===== src/tcp_pkg.sv =====
// shared constants and carriers of the thermocouple channel parameter block
package tcp_pkg;
  // register addresses inside one channel's 64-word set
  localparam logic [5:0]  A_RAW      = 6'h00;  // raw converter value
  localparam logic [5:0]  A_DIAG     = 6'h06;  // diagnostic / status byte
  localparam logic [5:0]  A_HWOFF    = 6'h11;  // hardware offset compensation
  localparam logic [5:0]  A_HWGAIN   = 6'h12;  // hardware gain compensation
  localparam logic [5:0]  A_MKOFF    = 6'h13;  // maker straight-line offset
  localparam logic [5:0]  A_MKGAIN   = 6'h14;  // maker straight-line gain
  localparam logic [5:0]  A_RJGAIN   = 6'h15;  // ref junction gain compensation
  localparam logic [5:0]  A_UNLOCK   = 6'h1F;  // code-word register
  localparam logic [5:0]  A_FEAT     = 6'h20;  // operating features
  localparam logic [5:0]  A_USOFF    = 6'h21;  // user straight-line offset
  localparam logic [5:0]  A_USGAIN   = 6'h22;  // user straight-line gain
  localparam logic [5:0]  A_FILT     = 6'h25;  // filter setting
  localparam logic [5:0]  A_PROT_LO  = 6'h10;  // first write-protected word
  localparam logic [5:0]  A_PROT_HI  = 6'h2F;  // last write-protected word
  // code word and reset values
  localparam logic [15:0] UNLOCK_CODE = 16'h1235;
  localparam logic [15:0] FEAT_RST    = 16'h1006;
  localparam logic [15:0] MKOFF_RST   = 16'h0000;
  localparam logic [15:0] MKGAIN_RST  = 16'h00A0;
  localparam logic [15:0] FILT_RST    = 16'h0000;
  localparam logic [15:0] HWOFF_RST   = 16'h0000;
  localparam logic [15:0] HWGAIN_RST  = 16'h4000;
  localparam logic [15:0] RJGAIN_RST  = 16'h0100;
  localparam logic [15:0] USOFF_RST   = 16'h0000;
  localparam logic [15:0] USGAIN_RST  = 16'h0100;
  localparam logic [15:0] ZERO16      = 16'h0000;
  // feature bit positions
  localparam int F_USER   = 0;   // user scaling on
  localparam int F_MAKER  = 1;   // maker scaling on
  localparam int F_WDOG   = 2;   // watchdog on
  localparam int F_SGNMAG = 3;   // sign-magnitude output
  localparam int F_STLOW  = 4;   // status in low three bits
  localparam int F_FILT   = 5;   // filter setting applied
  localparam int F_NOBRK  = 6;   // broken-wire current off
  localparam int F_NOREF  = 8;   // ref junction compensation off
  localparam int F_NOLOW  = 10;  // lower limit check skipped
  localparam int F_TYPE   = 12;  // sensor type field, bits 15..12
  localparam logic [3:0]  TYPE_LAST_TC  = 4'h9;  // highest thermocouple code
  localparam logic [3:0]  TYPE_UV_FIRST = 4'hD;  // lowest microvolt code
  // control and status byte bits
  localparam int CB_REG   = 7;
  localparam int CB_WR    = 6;
  localparam int SB_ERR   = 6;
  localparam int SB_OVER  = 1;
  localparam int SB_UNDER = 0;
  // converter code points and fixed-point weights
  localparam logic [15:0] RAW_MID   = 16'h8000;
  localparam logic [15:0] RAW_MIN   = 16'h0000;
  localparam logic [15:0] RAW_MAX   = 16'hFFFF;
  localparam int          LINE_SHIFT = 8;   // straight-line gain weight 2^-8
  localparam int          HW_SHIFT   = 14;  // hardware gain weight 2^-14
  localparam logic signed [31:0] OUT_MAX = 32'sh0000_7FFF;
  localparam logic signed [31:0] OUT_MIN = -32'sh0000_8000;
  // request from the coupler: control byte plus output data word
  typedef struct packed {
    logic [7:0]  ctrl;
    logic [15:0] data;
  } tcp_xreq_t;
  // answer to the coupler: status byte plus input data word
  typedef struct packed {
    logic [7:0]  status;
    logic [15:0] data;
  } tcp_xrsp_t;
  // store request towards the nonvolatile parameter memory
  typedef struct packed {
    logic        wr;
    logic [5:0]  addr;
    logic [15:0] data;
  } tcp_nvw_t;
endpackage : tcp_pkg


===== src/tcp_channel.sv =====
// Behaviour
// user area writable only after code 0x1235
// other code-word value turns protection on
// code-word reads 0x1235 unlocked, else zero
// user parameters kept in nonvolatile storage
// raw value offset-binary, midpoint is zero
// diagnostic low byte status, high reserved
// hardware offset and gain compensate converter
// maker line offset 0, gain 0x00A0
// feature bit 0 enables user line
// feature bit 1 enables maker line
// feature bit 2 enables watchdog
// feature bit 3 selects sign-magnitude
// feature bit 4 puts status in bits
// feature bit 5 applies filter setting
// feature bit 6 cuts broken-wire current
// feature bit 8 disables junction compensation
// feature bit 10 skips lower limit
// feature bits 15..12 select sensor type
// maker line only gives 0.1 degC digits
// no scaling gives 1/16 degC digits
// control byte register mode, write, address
// status byte error, over, under bits
// locked writes leave parameters unchanged
`timescale 1ns/1ns
`default_nettype none
module tcp_channel (
  input  wire logic             sys_clk_i,       // module clock
  input  wire logic             reset_i,         // power-on reset
  input  wire logic             xchg_i,          // coupler exchange strobe
  input  wire tcp_pkg::tcp_xreq_t xreq_i,        // control byte and data out
  input  wire logic             adc_valid_i,     // new conversion pulse
  input  wire logic [15:0]      adc_data_i,      // offset-binary result
  input  wire logic             nv_load_i,       // restore pulse from storage
  input  wire tcp_pkg::tcp_nvw_t nv_load_data_i, // restored word
  output tcp_pkg::tcp_xrsp_t    xrsp_o,          // status byte and data in
  output tcp_pkg::tcp_nvw_t     nv_store_o,      // store request
  output logic                  watchdog_en_o,   // watchdog enable
  output logic                  break_cur_off_o, // broken-wire current off
  output logic                  ref_comp_off_o,  // junction compensation off
  output logic [15:0]           ref_gain_o,      // junction gain word
  output logic [15:0]           filt_const_o     // filter setting in force
);
  import tcp_pkg::*;

  // whole module state
  typedef struct packed {
    logic        lock;      // user area write protection
    logic [15:0] feat;      // operating features
    logic [15:0] hw_off;    // hardware offset
    logic [15:0] hw_gain;   // hardware gain
    logic [15:0] mk_off;    // maker offset
    logic [15:0] mk_gain;   // maker gain
    logic [15:0] rj_gain;   // junction gain
    logic [15:0] us_off;    // user offset
    logic [15:0] us_gain;   // user gain
    logic [15:0] filt;      // filter setting
    logic [15:0] filt_act;  // filter setting in force
    logic [15:0] raw;       // last raw conversion
    logic [15:0] val;       // formatted process value
    logic        over;      // over range
    logic        under;     // under range
    logic        err;       // general error
    tcp_xrsp_t   rsp;       // answer to coupler
    tcp_nvw_t    nvw;       // store request
  } tcp_state_t;

  tcp_state_t  st_r;        // registered state
  tcp_state_t  st_nxt;      // next state

  // decoded request
  logic        reg_mode;    // register access asked
  logic        wr_req;      // register write asked
  logic [5:0]  addr;        // register address
  logic        prot_hit;    // address in protected area
  logic        wr_ok;       // write allowed to store
  logic [15:0] rd_word;     // read multiplexer
  logic [7:0]  stat_byte;   // process status byte

  // conversion arithmetic
  logic signed [31:0] s_raw;    // signed converter value
  logic signed [31:0] s_hw;     // after hardware compensation
  logic signed [31:0] s_mk;     // after maker line
  logic signed [31:0] s_us;     // after user line
  logic [15:0]        v_sat;    // saturated two's complement
  logic [15:0]        v_fmt;    // after representation options
  logic               ovr_c;    // over range now
  logic               und_c;    // under range now
  logic               type_bad; // unused sensor code

  // request decode
  always_comb begin
    reg_mode = xreq_i.ctrl[CB_REG];
    wr_req   = reg_mode && xreq_i.ctrl[CB_WR];
    addr     = xreq_i.ctrl[5:0];
    prot_hit = (addr >= A_PROT_LO) && (addr <= A_PROT_HI) && (addr != A_UNLOCK);
    wr_ok    = xchg_i && wr_req && prot_hit && !st_r.lock;
  end

  // status byte for process exchange
  always_comb begin
    stat_byte           = 8'h00;                                     // bit 7 and reserved clear
    stat_byte[SB_ERR]   = st_r.err;
    stat_byte[SB_OVER]  = st_r.over;
    stat_byte[SB_UNDER] = st_r.under;
  end

  // register read multiplexer
  always_comb begin
    case (addr)
      A_RAW:    rd_word = st_r.raw;
      A_DIAG:   rd_word = {8'h00, stat_byte};
      A_HWOFF:  rd_word = st_r.hw_off;
      A_HWGAIN: rd_word = st_r.hw_gain;
      A_MKOFF:  rd_word = st_r.mk_off;
      A_MKGAIN: rd_word = st_r.mk_gain;
      A_RJGAIN: rd_word = st_r.rj_gain;
      A_UNLOCK: rd_word = st_r.lock ? ZERO16 : UNLOCK_CODE;
      A_FEAT:   rd_word = st_r.feat;
      A_USOFF:  rd_word = st_r.us_off;
      A_USGAIN: rd_word = st_r.us_gain;
      A_FILT:   rd_word = st_r.filt;
      default:  rd_word = ZERO16;                                    // unused words read zero
    endcase
  end

  // conversion chain from raw code to formatted value
  always_comb begin
    // flip the top bit: midpoint code becomes zero
    s_raw = 32'(signed'(adc_data_i ^ RAW_MID));
    s_hw  = ((s_raw + 32'(signed'(st_r.hw_off))) * 32'(signed'(st_r.hw_gain))) >>> HW_SHIFT;
    // maker line, default gain turns 1/16 degC into 0.1 degC
    if (st_r.feat[F_MAKER]) begin
      s_mk = ((s_hw * 32'(signed'(st_r.mk_gain))) >>> LINE_SHIFT) + 32'(signed'(st_r.mk_off));
    end else begin
      s_mk = s_hw;                                                   // raw digits
    end
    // user line on top of the maker line
    if (st_r.feat[F_USER]) begin
      s_us = ((s_mk * 32'(signed'(st_r.us_gain))) >>> LINE_SHIFT) + 32'(signed'(st_r.us_off));
    end else begin
      s_us = s_mk;
    end
    // sensor codes 1010..1100 select nothing
    type_bad = (st_r.feat[15:F_TYPE] > TYPE_LAST_TC) &&
               (st_r.feat[15:F_TYPE] < TYPE_UV_FIRST);
    // range limits, lower check may be switched off
    ovr_c = (s_us > OUT_MAX) || (adc_data_i == RAW_MAX);
    und_c = !st_r.feat[F_NOLOW] &&
            ((s_us < OUT_MIN) || (adc_data_i == RAW_MIN));
    // saturate into 16 bits
    if (ovr_c) begin
      v_sat = OUT_MAX[15:0];
    end else if (s_us < OUT_MIN) begin
      v_sat = OUT_MIN[15:0];
    end else begin
      v_sat = s_us[15:0];
    end
    // sign-magnitude: minus one shows as 0x8001
    if (st_r.feat[F_SGNMAG] && v_sat[15]) begin
      v_fmt = {1'b1, 15'(-v_sat[14:0])};
    end else begin
      v_fmt = v_sat;
    end
    // status in low bits: value in 15..3, bits 2..1 zero
    if (st_r.feat[F_STLOW]) begin
      v_fmt = {v_fmt[15:3], 2'b00, (ovr_c || und_c)};
    end
  end

  // next state
  always_comb begin
    st_nxt         = st_r;
    st_nxt.nvw.wr  = 1'b0;                                           // store request is a pulse
    st_nxt.filt_act = st_r.feat[F_FILT] ? st_r.filt : FILT_RST;
    // restore from storage after power-up
    if (nv_load_i) begin
      case (nv_load_data_i.addr)
        A_HWOFF:  st_nxt.hw_off  = nv_load_data_i.data;
        A_HWGAIN: st_nxt.hw_gain = nv_load_data_i.data;
        A_MKOFF:  st_nxt.mk_off  = nv_load_data_i.data;
        A_MKGAIN: st_nxt.mk_gain = nv_load_data_i.data;
        A_RJGAIN: st_nxt.rj_gain = nv_load_data_i.data;
        A_FEAT:   st_nxt.feat    = nv_load_data_i.data;
        A_USOFF:  st_nxt.us_off  = nv_load_data_i.data;
        A_USGAIN: st_nxt.us_gain = nv_load_data_i.data;
        A_FILT:   st_nxt.filt    = nv_load_data_i.data;
        default:  st_nxt.filt    = st_nxt.filt;                      // other words not stored
      endcase
    end
    // new conversion result
    if (adc_valid_i) begin
      st_nxt.raw   = adc_data_i;
      st_nxt.val   = v_fmt;
      st_nxt.over  = ovr_c;
      st_nxt.under = und_c;
      st_nxt.err   = ovr_c || und_c || type_bad;
    end
    // coupler exchange
    if (xchg_i) begin
      if (reg_mode) begin
        // acknowledge: register flag and address, write flag dropped
        st_nxt.rsp.status = {1'b1, 1'b0, addr};
        st_nxt.rsp.data   = wr_req ? ZERO16 : rd_word;
      end else begin
        st_nxt.rsp.status = stat_byte;
        st_nxt.rsp.data   = st_r.val;
      end
      // code word decides protection
      if (wr_req && (addr == A_UNLOCK)) begin
        st_nxt.lock = (xreq_i.data != UNLOCK_CODE);
      end
      // protected parameter writes
      if (wr_ok) begin
        case (addr)
          A_HWOFF:  st_nxt.hw_off  = xreq_i.data;
          A_HWGAIN: st_nxt.hw_gain = xreq_i.data;
          A_MKOFF:  st_nxt.mk_off  = xreq_i.data;
          A_MKGAIN: st_nxt.mk_gain = xreq_i.data;
          A_RJGAIN: st_nxt.rj_gain = xreq_i.data;
          A_FEAT:   st_nxt.feat    = xreq_i.data;
          A_USOFF:  st_nxt.us_off  = xreq_i.data;
          A_USGAIN: st_nxt.us_gain = xreq_i.data;
          A_FILT:   st_nxt.filt    = xreq_i.data;
          default:  st_nxt.filt    = st_nxt.filt;                    // reserved words ignore writes
        endcase
        // every accepted write is passed to the storage
        st_nxt.nvw.wr   = 1'b1;
        st_nxt.nvw.addr = addr;
        st_nxt.nvw.data = xreq_i.data;
      end
    end
  end

  // state register with delivery defaults
  always_ff @(posedge sys_clk_i or posedge reset_i) begin
    if (reset_i) begin
      st_r          <= '0;
      st_r.lock     <= 1'b1;                                         // protected after power-up
      st_r.feat     <= FEAT_RST;
      st_r.hw_off   <= HWOFF_RST;
      st_r.hw_gain  <= HWGAIN_RST;
      st_r.mk_off   <= MKOFF_RST;
      st_r.mk_gain  <= MKGAIN_RST;
      st_r.rj_gain  <= RJGAIN_RST;
      st_r.us_off   <= USOFF_RST;
      st_r.us_gain  <= USGAIN_RST;
      st_r.filt     <= FILT_RST;
      st_r.filt_act <= FILT_RST;
      st_r.raw      <= RAW_MID;
    end else begin
      st_r <= st_nxt;
    end
  end

  // outputs taken from state flops
  assign xrsp_o          = st_r.rsp;
  assign nv_store_o      = st_r.nvw;
  assign watchdog_en_o   = st_r.feat[F_WDOG];
  assign break_cur_off_o = st_r.feat[F_NOBRK];
  assign ref_comp_off_o  = st_r.feat[F_NOREF];
  assign ref_gain_o      = st_r.rj_gain;
  assign filt_const_o    = st_r.filt_act;
endmodule : tcp_channel
`default_nettype wire


===== config.mk =====
export PLATFORM = sky130hd
export DESIGN_NAME = tcp_channel
export DESIGN_NICKNAME = d
export VERILOG_FILES = /design/src/tcp_pkg.sv /design/src/tcp_channel.sv
export SDC_FILE = /design/constraint.sdc
export NUM_CORES = 2
export LEC_CHECK = 0
export BUFFER_PORTS_ARGS = -buffer_cell sky130_fd_sc_hd__buf_4
export CAP_MARGIN = 30
export CORE_ASPECT_RATIO = 0.6
export CORE_MARGIN = 4
export CORE_UTILIZATION = 62
export CTS_CLUSTER_SIZE = 24
export DETAILED_ROUTE_END_ITERATION = 6
export PLACE_DENSITY_LB_ADDON = 0.12
export SLEW_MARGIN = 25
export SYNTH_ARGS = -nofsm -noshare
export SYNTH_HDL_FRONTEND = slang
export SYNTH_SLANG_ARGS = --single-unit

===== constraint.sdc =====
create_clock -name sys_clk_i -period 60.9 [get_ports sys_clk_i]
set_input_delay 6.09 -clock sys_clk_i [delete_from_list [all_inputs] [get_ports sys_clk_i]]
set_output_delay 6.09 -clock sys_clk_i [all_outputs]
set_load 0.005 [all_outputs]

[After elaboration in Yosys (flattened, before gate mapping)]
Index checks and enable logic that the tools add are counted.
Word-level totals
  register bits after elaboration: 243
  input bits: 68
  output and inout port bits: 82
  word-level logic and storage cells: 112
Operators by class
  add/subtract/negate cells: 4
  $mul: 3
  magnitude comparators: 6
  equality and inequality tests: 23
  mux-type cells: 34
  bitwise operators: 1
  reduce and logical (&&, ||, !) cells: 20
Operators with widths (count)
  $mux W144: 3
  $mux W16: 23
  $pmux W16 S12: 1
  $eq A6 B5 Y1 const B: 11
  $mux W32: 2
  $add A24 B16 Y25: 2
  $eq A6 B6 Y1 const B: 8
  $mux W23: 2
  $gt A32 B16 Y1 const B: 1
  $lt A32 B16 Y1 const B: 1
  $mul A17 B16 Y32: 1
  $mul A18 B16 Y32: 1
  $mul A32 B16 Y32: 1
  $mux W24: 1
  $add A16 B16 Y17: 1
  $eq A16 B16 Y1 const B: 1
  $logic_not A16 Y1: 1
  $ne A16 B13 Y1 const B: 1
  $neg A15 Y15: 1
  $mux W13: 1
  $logic_and A1 B1 Y1: 10
  $eq A6 B3 Y1 const B: 1
  $ge A6 B5 Y1 const B: 1
  $le A6 B6 Y1 const B: 1
  other kinds (9): 14

[Longest topological paths before layout]
  depth in word-level cells: 15
  mapped depth: 115
  gate-level depth less buffers: 109

[Worst setup path before layout]
No wires, ideal clock.
  kind: input -> register
  from: in adc_data_i[1]
  to: reg st_r[62] in the netlist's numbering
  library setup time: 0.077 ns
  arrival time: 29.235 ns
  required time: 60.823 ns
  slack: 31.587 ns
  cell stages on the path: 105
  buffers on the path: 6
  cell sequence: ha_1 > a21o_1 > a21oi_1 > o21bai_1 > a21oi_1 > o21bai_1 > a21oi_1 > o21bai_1 > a21oi_1 > o21bai_1 > a21oi_1 > nor2b_1 > o31ai_1 > nand2b_1 > a21oi_1 > xnor2_1 > clkbuf_1 > nand2_1 > [... 69 more ...] > nand2_1 > a31oi_1 > a41oi_1 > a21o_1 > a21oi_1 > xor2_1 > nor2_1 > a2111oi_0 > a41o_1 > a31oi_4 > buf_6 > nor2_1 > ha_1 > inv_1 > or2_2 > a21oi_1 > a21oi_1 > a21oi_1
Between the ends
  cells in the longest elaborated chain, start to end: 13
  elaborated cells between the ends (all ways): 17
  those cells by class: add/sub: 4; mul: 3; order compare: 2; eq/ne: 1; mux: 5; reduce/logical: 2
Ends and longest elaborated chain
  start, declared: RTL line tcp_channel.sv:33  | input wire logic [15:0] adc_data_i,
  $add A16 B16 Y17: RTL line tcp_channel.sv:131  | s_hw = ((s_raw + 32'(signed'(st_r.hw_off))) * 32'(signed'(st_r.hw_gain))) >>> HW_SHIFT;
  $mul A17 B16 Y32: RTL line tcp_channel.sv:131
  $mul A18 B16 Y32: RTL line tcp_channel.sv:134  | s_mk = ((s_hw * 32'(signed'(st_r.mk_gain))) >>> LINE_SHIFT) + 32'(signed'(st_r.mk_off));
  $add A24 B16 Y25: RTL line tcp_channel.sv:134
  $mux W32: RTL line tcp_channel.sv:133  | if (st_r.feat[F_MAKER]) begin
  $mul A32 B16 Y32: RTL line tcp_channel.sv:140  | s_us = ((s_mk * 32'(signed'(st_r.us_gain))) >>> LINE_SHIFT) + 32'(signed'(st_r.us_off));
  $add A24 B16 Y25: RTL line tcp_channel.sv:140
  $mux W32: RTL line tcp_channel.sv:139  | if (st_r.feat[F_USER]) begin
  $lt A32 B16 Y1 or $gt A32 B16 Y1 (tied branches): RTL line tcp_channel.sv:154, tcp_channel.sv:148
  $mux W16 or $logic_or A1 B1 Y1 (tied branches): RTL line tcp_channel.sv:154, tcp_channel.sv:148
  $mux W16 (*): RTL line tcp_channel.sv:152  | if (ovr_c) begin
  $neg A15 Y15 or $logic_and A1 B1 Y1 (tied branches): RTL line tcp_channel.sv:161, tcp_channel.sv:160
  $mux W16 (*): RTL line tcp_channel.sv:160  | if (st_r.feat[F_SGNMAG] && v_sat[15]) begin
  end signal, assigned: RTL line tcp_channel.sv:252  | st_r <= st_nxt;
  end, declared: RTL line tcp_channel.sv:68  | tcp_state_t st_r;
Every way passes the cells marked *; elsewhere a longest branch is shown, timed or not.
A chain may end at the register's enable or synchronous reset.

[Worst setup path in the final report]
  from: in adc_data_i[1]
  to: reg st_r[64] in the netlist's numbering
Same word-level chain as after synthesis.

==> results by group <==
Run status
  • Status: complete, but fails checks
  • Failing checks: design-rule violations

Floorplan
  • Die ar.: 82100 µm²
  • # IOs: 150
  • FP Rows: 78
  • Die width: 367 µm
  • Initial Util: 0.631
  • Chip height: 224 µm
  • Std-Cell Core Area: 76100 µm²

Timing
  • Fin crit share: 0.544
  • Skew final: 0.0186 ns
  • Setup TNS: 0 ns
  • Max Freq: 30.2 MHz
  • Min cycle time layout: 33.12 ns
  • Measured slew at the worst slew-check pin: 1.05 ns
  • Slew headroom: 0.296
  • Endpoints failing setup: 0
  • Slew Viols, Final: 0
  • RSZ-0062 raised after global routing: false
  • Final hold vios: 0

Clock network
  • Clock latency on the worst-skew pair: 0.54 ns
  • Num Clock Sinks: 243
  • CTS Hold Buffers Added: 0
  • Root Buffer: clkbuf_16
  • H-tree depth: 1
  • CTS tree: yes
  • Clock-pin slew on the worst setup and hold paths: 0.07 ns
  • CTS Buf Count: 25
  • Post-CTS Setup Inserts: 0
  • Clock buffer depth: 3
  • Cts repair resizes: 0

Place
  • GP Congestion: 1.00
  • Port bufs: 148
  • HPWL after DPL: 114000 µm

Logic synthesis
  • Synth Flop Type: dfrtp_1
  • Count of flip-flops with a built-in enable after synthesis: 0
  • Synthesized-area fraction occupied by xor and xnor cells: 0.0310
  • Synth warn: 0
  • Seq/Total Area, Yosys: 0.127
  • Synth Register Bits: 243
  • Syn_area_per_cell: 8.95 µm²
  • Post-synthesis adder-cell area fraction: 0.435
  • Complex-gate fraction of the synthesized area: 0.0901
  • Post-Syn Nets: 6594
  • Main combinational cell family by area after synthesis: adder cells
  • Syn Std Cell Area: 48000 µm²
  • Post-synth ARST share: 1.00
  • Mapped Cells: 5364
  • Mux cell area share after synthesis: 0.0475
  • Synth Area in Simple Gates: 0.154
  • Post-synthesis cell type count: 95

Finish
  • Most common cell after layout, fill and taps aside: inv_1
  • Synth-to-layout area growth: 5.48%
  • Nets: 6519
  • Most frequent cells in the layout: inv_1, fa_1, nand2_1, and2_1, ha_1
  • Layout cell share with drive strength beyond 1: 0.0799

Worst setup path
  • Startpoint Class: input pin
  • Capturing point of the worst reg2reg path: st_r[64]$_DFFE_PP0P_
  • Max FO, Critical Path: 16
  • CP peak stage delay: 0.78 ns
  • Worst setup EP type: flip-flop
  • Critical Path Sink: st_r[64]$_DFFE_PP0P_
  • Req. time, crit path: 61.28 ns
  • Worst path arrival time: 33.50 ns
  • R2r setup slk: 33.07 ns
  • Start point of the critical path: adc_data_i[1]
  • Reg2Reg Depth: 101
  • FF-to-FF Start: st_r[211]$_DFF_PP0_
  • Setup CP Type: in -> reg
  • Cell mode on critical path: fa_1
  • Slowest-stage cell, CP: o21ai_0

Global routing
  • GRT overflow: 0
  • First-pass GRT wire length: 230000 µm
  • Number of global-route vias before repair: 38.1k
  • Antenna violations before repair: 10
  • Gr usage total: 0.364
  • Largest net degree at the start of global routing: 124

Drt
  • Detailed Route Iter0 Violations: 4276
  • DRT antenna net count: 0
  • DRT Wirelength: 148000 µm
  • DRC errors left: 7
  • Wire per inst: 23.4 µm
  • Via count: 37.7k
  • DR vias/cell: 5.98
  • Pre-antenna DRT Iters: 7

Min path
  • HP Class: reg -> reg

Flow run
  • Max Cap Viol: 0
cells in the mapped netlist (13+ instances only):
cell | n | share of area
buf_1 | 26 | 0.0020
ha_1 | 315 | 0.082
buf_4 | 81 | 0.013
inv_1 | 1020 | 0.080
and2_1 | 410 | 0.053
nand4_1 | 16 | 0.0021
a21o_1 | 45 | 0.0070
a21oi_1 | 244 | 0.025
mux2i_1 | 175 | 0.036
a31oi_1 | 35 | 0.0046
nor3_1 | 23 | 0.0024
or2_2 | 16 | 0.0021
nand3_1 | 36 | 0.0038
nand2b_1 | 45 | 0.0059
o21ai_0 | 92 | 0.0096
o21a_1 | 33 | 0.0052
dfrtp_1 | 233 | 0.12
nor2b_1 | 30 | 0.0039
xor2_1 | 47 | 0.0086
o21bai_1 | 13 | 0.0020
nand2_1 | 588 | 0.046
a221o_1 | 22 | 0.0046
nor2_1 | 276 | 0.022
and3_1 | 30 | 0.0039
a211oi_1 | 21 | 0.0033
fa_1 | 847 | 0.35
mux2_2 | 47 | 0.011
clkbuf_1 | 247 | 0.019
xnor2_1 | 123 | 0.022
a221oi_1 | 21 | 0.0038
metrics by stage:
step	util	setup slack, ns	hold slack [ns]	cells	area [µm²]
after floorplan	-	31.59	0.456	5364	48000
after global placement	0.650	27.53	0.480	6244	49500
after detailed placement	0.652	27.99	0.479	6255	49700
after CTS	0.663	28.36	0.500	6300	50500
after global routing	0.665	26.40	0.513	6310	50600
final	0.665	27.78	0.501	6311	50600
cell type report:
cell class | instances | area, µm²
flip-flops and latches | 243 | 6100
inverters | 1022 | 3840
clock inverters | 9 | 129
multi-input cells | 3739 | 36500
diodes | 4 | 10.0
well taps | 1000 | 1250
repair buffers | 258 | 2050
fillers | 6266 | 25500
clock buffers | 36 | 717
sequential cells by signal, indices dropped and copies added (netlist names):
| signal | count |
|---|---|
| xrsp_o | 24 |
| break_cur_off_o | 1 |
| st_r | 161 |
| filt_const_o | 16 |
| ref_comp_off_o | 1 |
| nv_store_o | 23 |
| watchdog_en_o | 1 |
| ref_gain_o | 16 |
how the worst min path moves through the flow:
stage                                     startpoint                          to  slack, ns  depth (start not counted)
after floorplan               xrsp_o[18]$_DFFE_PP0P_      xrsp_o[18]$_DFFE_PP0P_       0.46                          1
after global placement    nv_store_o[19]$_DFFE_PP0P_  nv_store_o[19]$_DFFE_PP0P_       0.48                          1
after detailed placement      xrsp_o[18]$_DFFE_PP0P_      xrsp_o[18]$_DFFE_PP0P_       0.48                          1
after CTS                     xrsp_o[18]$_DFFE_PP0P_      xrsp_o[18]$_DFFE_PP0P_       0.50                          1
after global routing            st_r[80]$_DFFE_PP0P_        st_r[80]$_DFFE_PP0P_       0.51                          1
final                         xrsp_o[18]$_DFFE_PP0P_      xrsp_o[18]$_DFFE_PP0P_       0.50                          1
critical path: cells and delay by family:
kind	cells	cell delay (ns)
AO/OA/AOI/OAI	35	8.47
adder cells (fa/ha/maj)	25	11.33
buffers and inverters	18	1.87
multiplexers	1	0.67
XOR/XNOR	4	0.98
AND/OR/NAND/NOR	19	4.03
layer usage:
layer,routed length (µm),global-route usage
met5,12,0
met4,3610,0.0728
met3,21100,0.109
met2,58300,0.506
met1,64600,0.564
kinds of logic (layout without fill, tap and decap cells):
logic type	Yosys count	after routing
xor gates and xnor gates	170	170
AOI/OAI and AO/OA	660	660
other	0	4
DFF	243	243
and+or+nand+nor	1525	1525
buffers and inverters	1382	1325
adders and majority gates	1162	1162
muxes	222	222
Power is not shown: default switching activity piles up to over one toggle a cycle in this logic, so the estimate is an artifact.
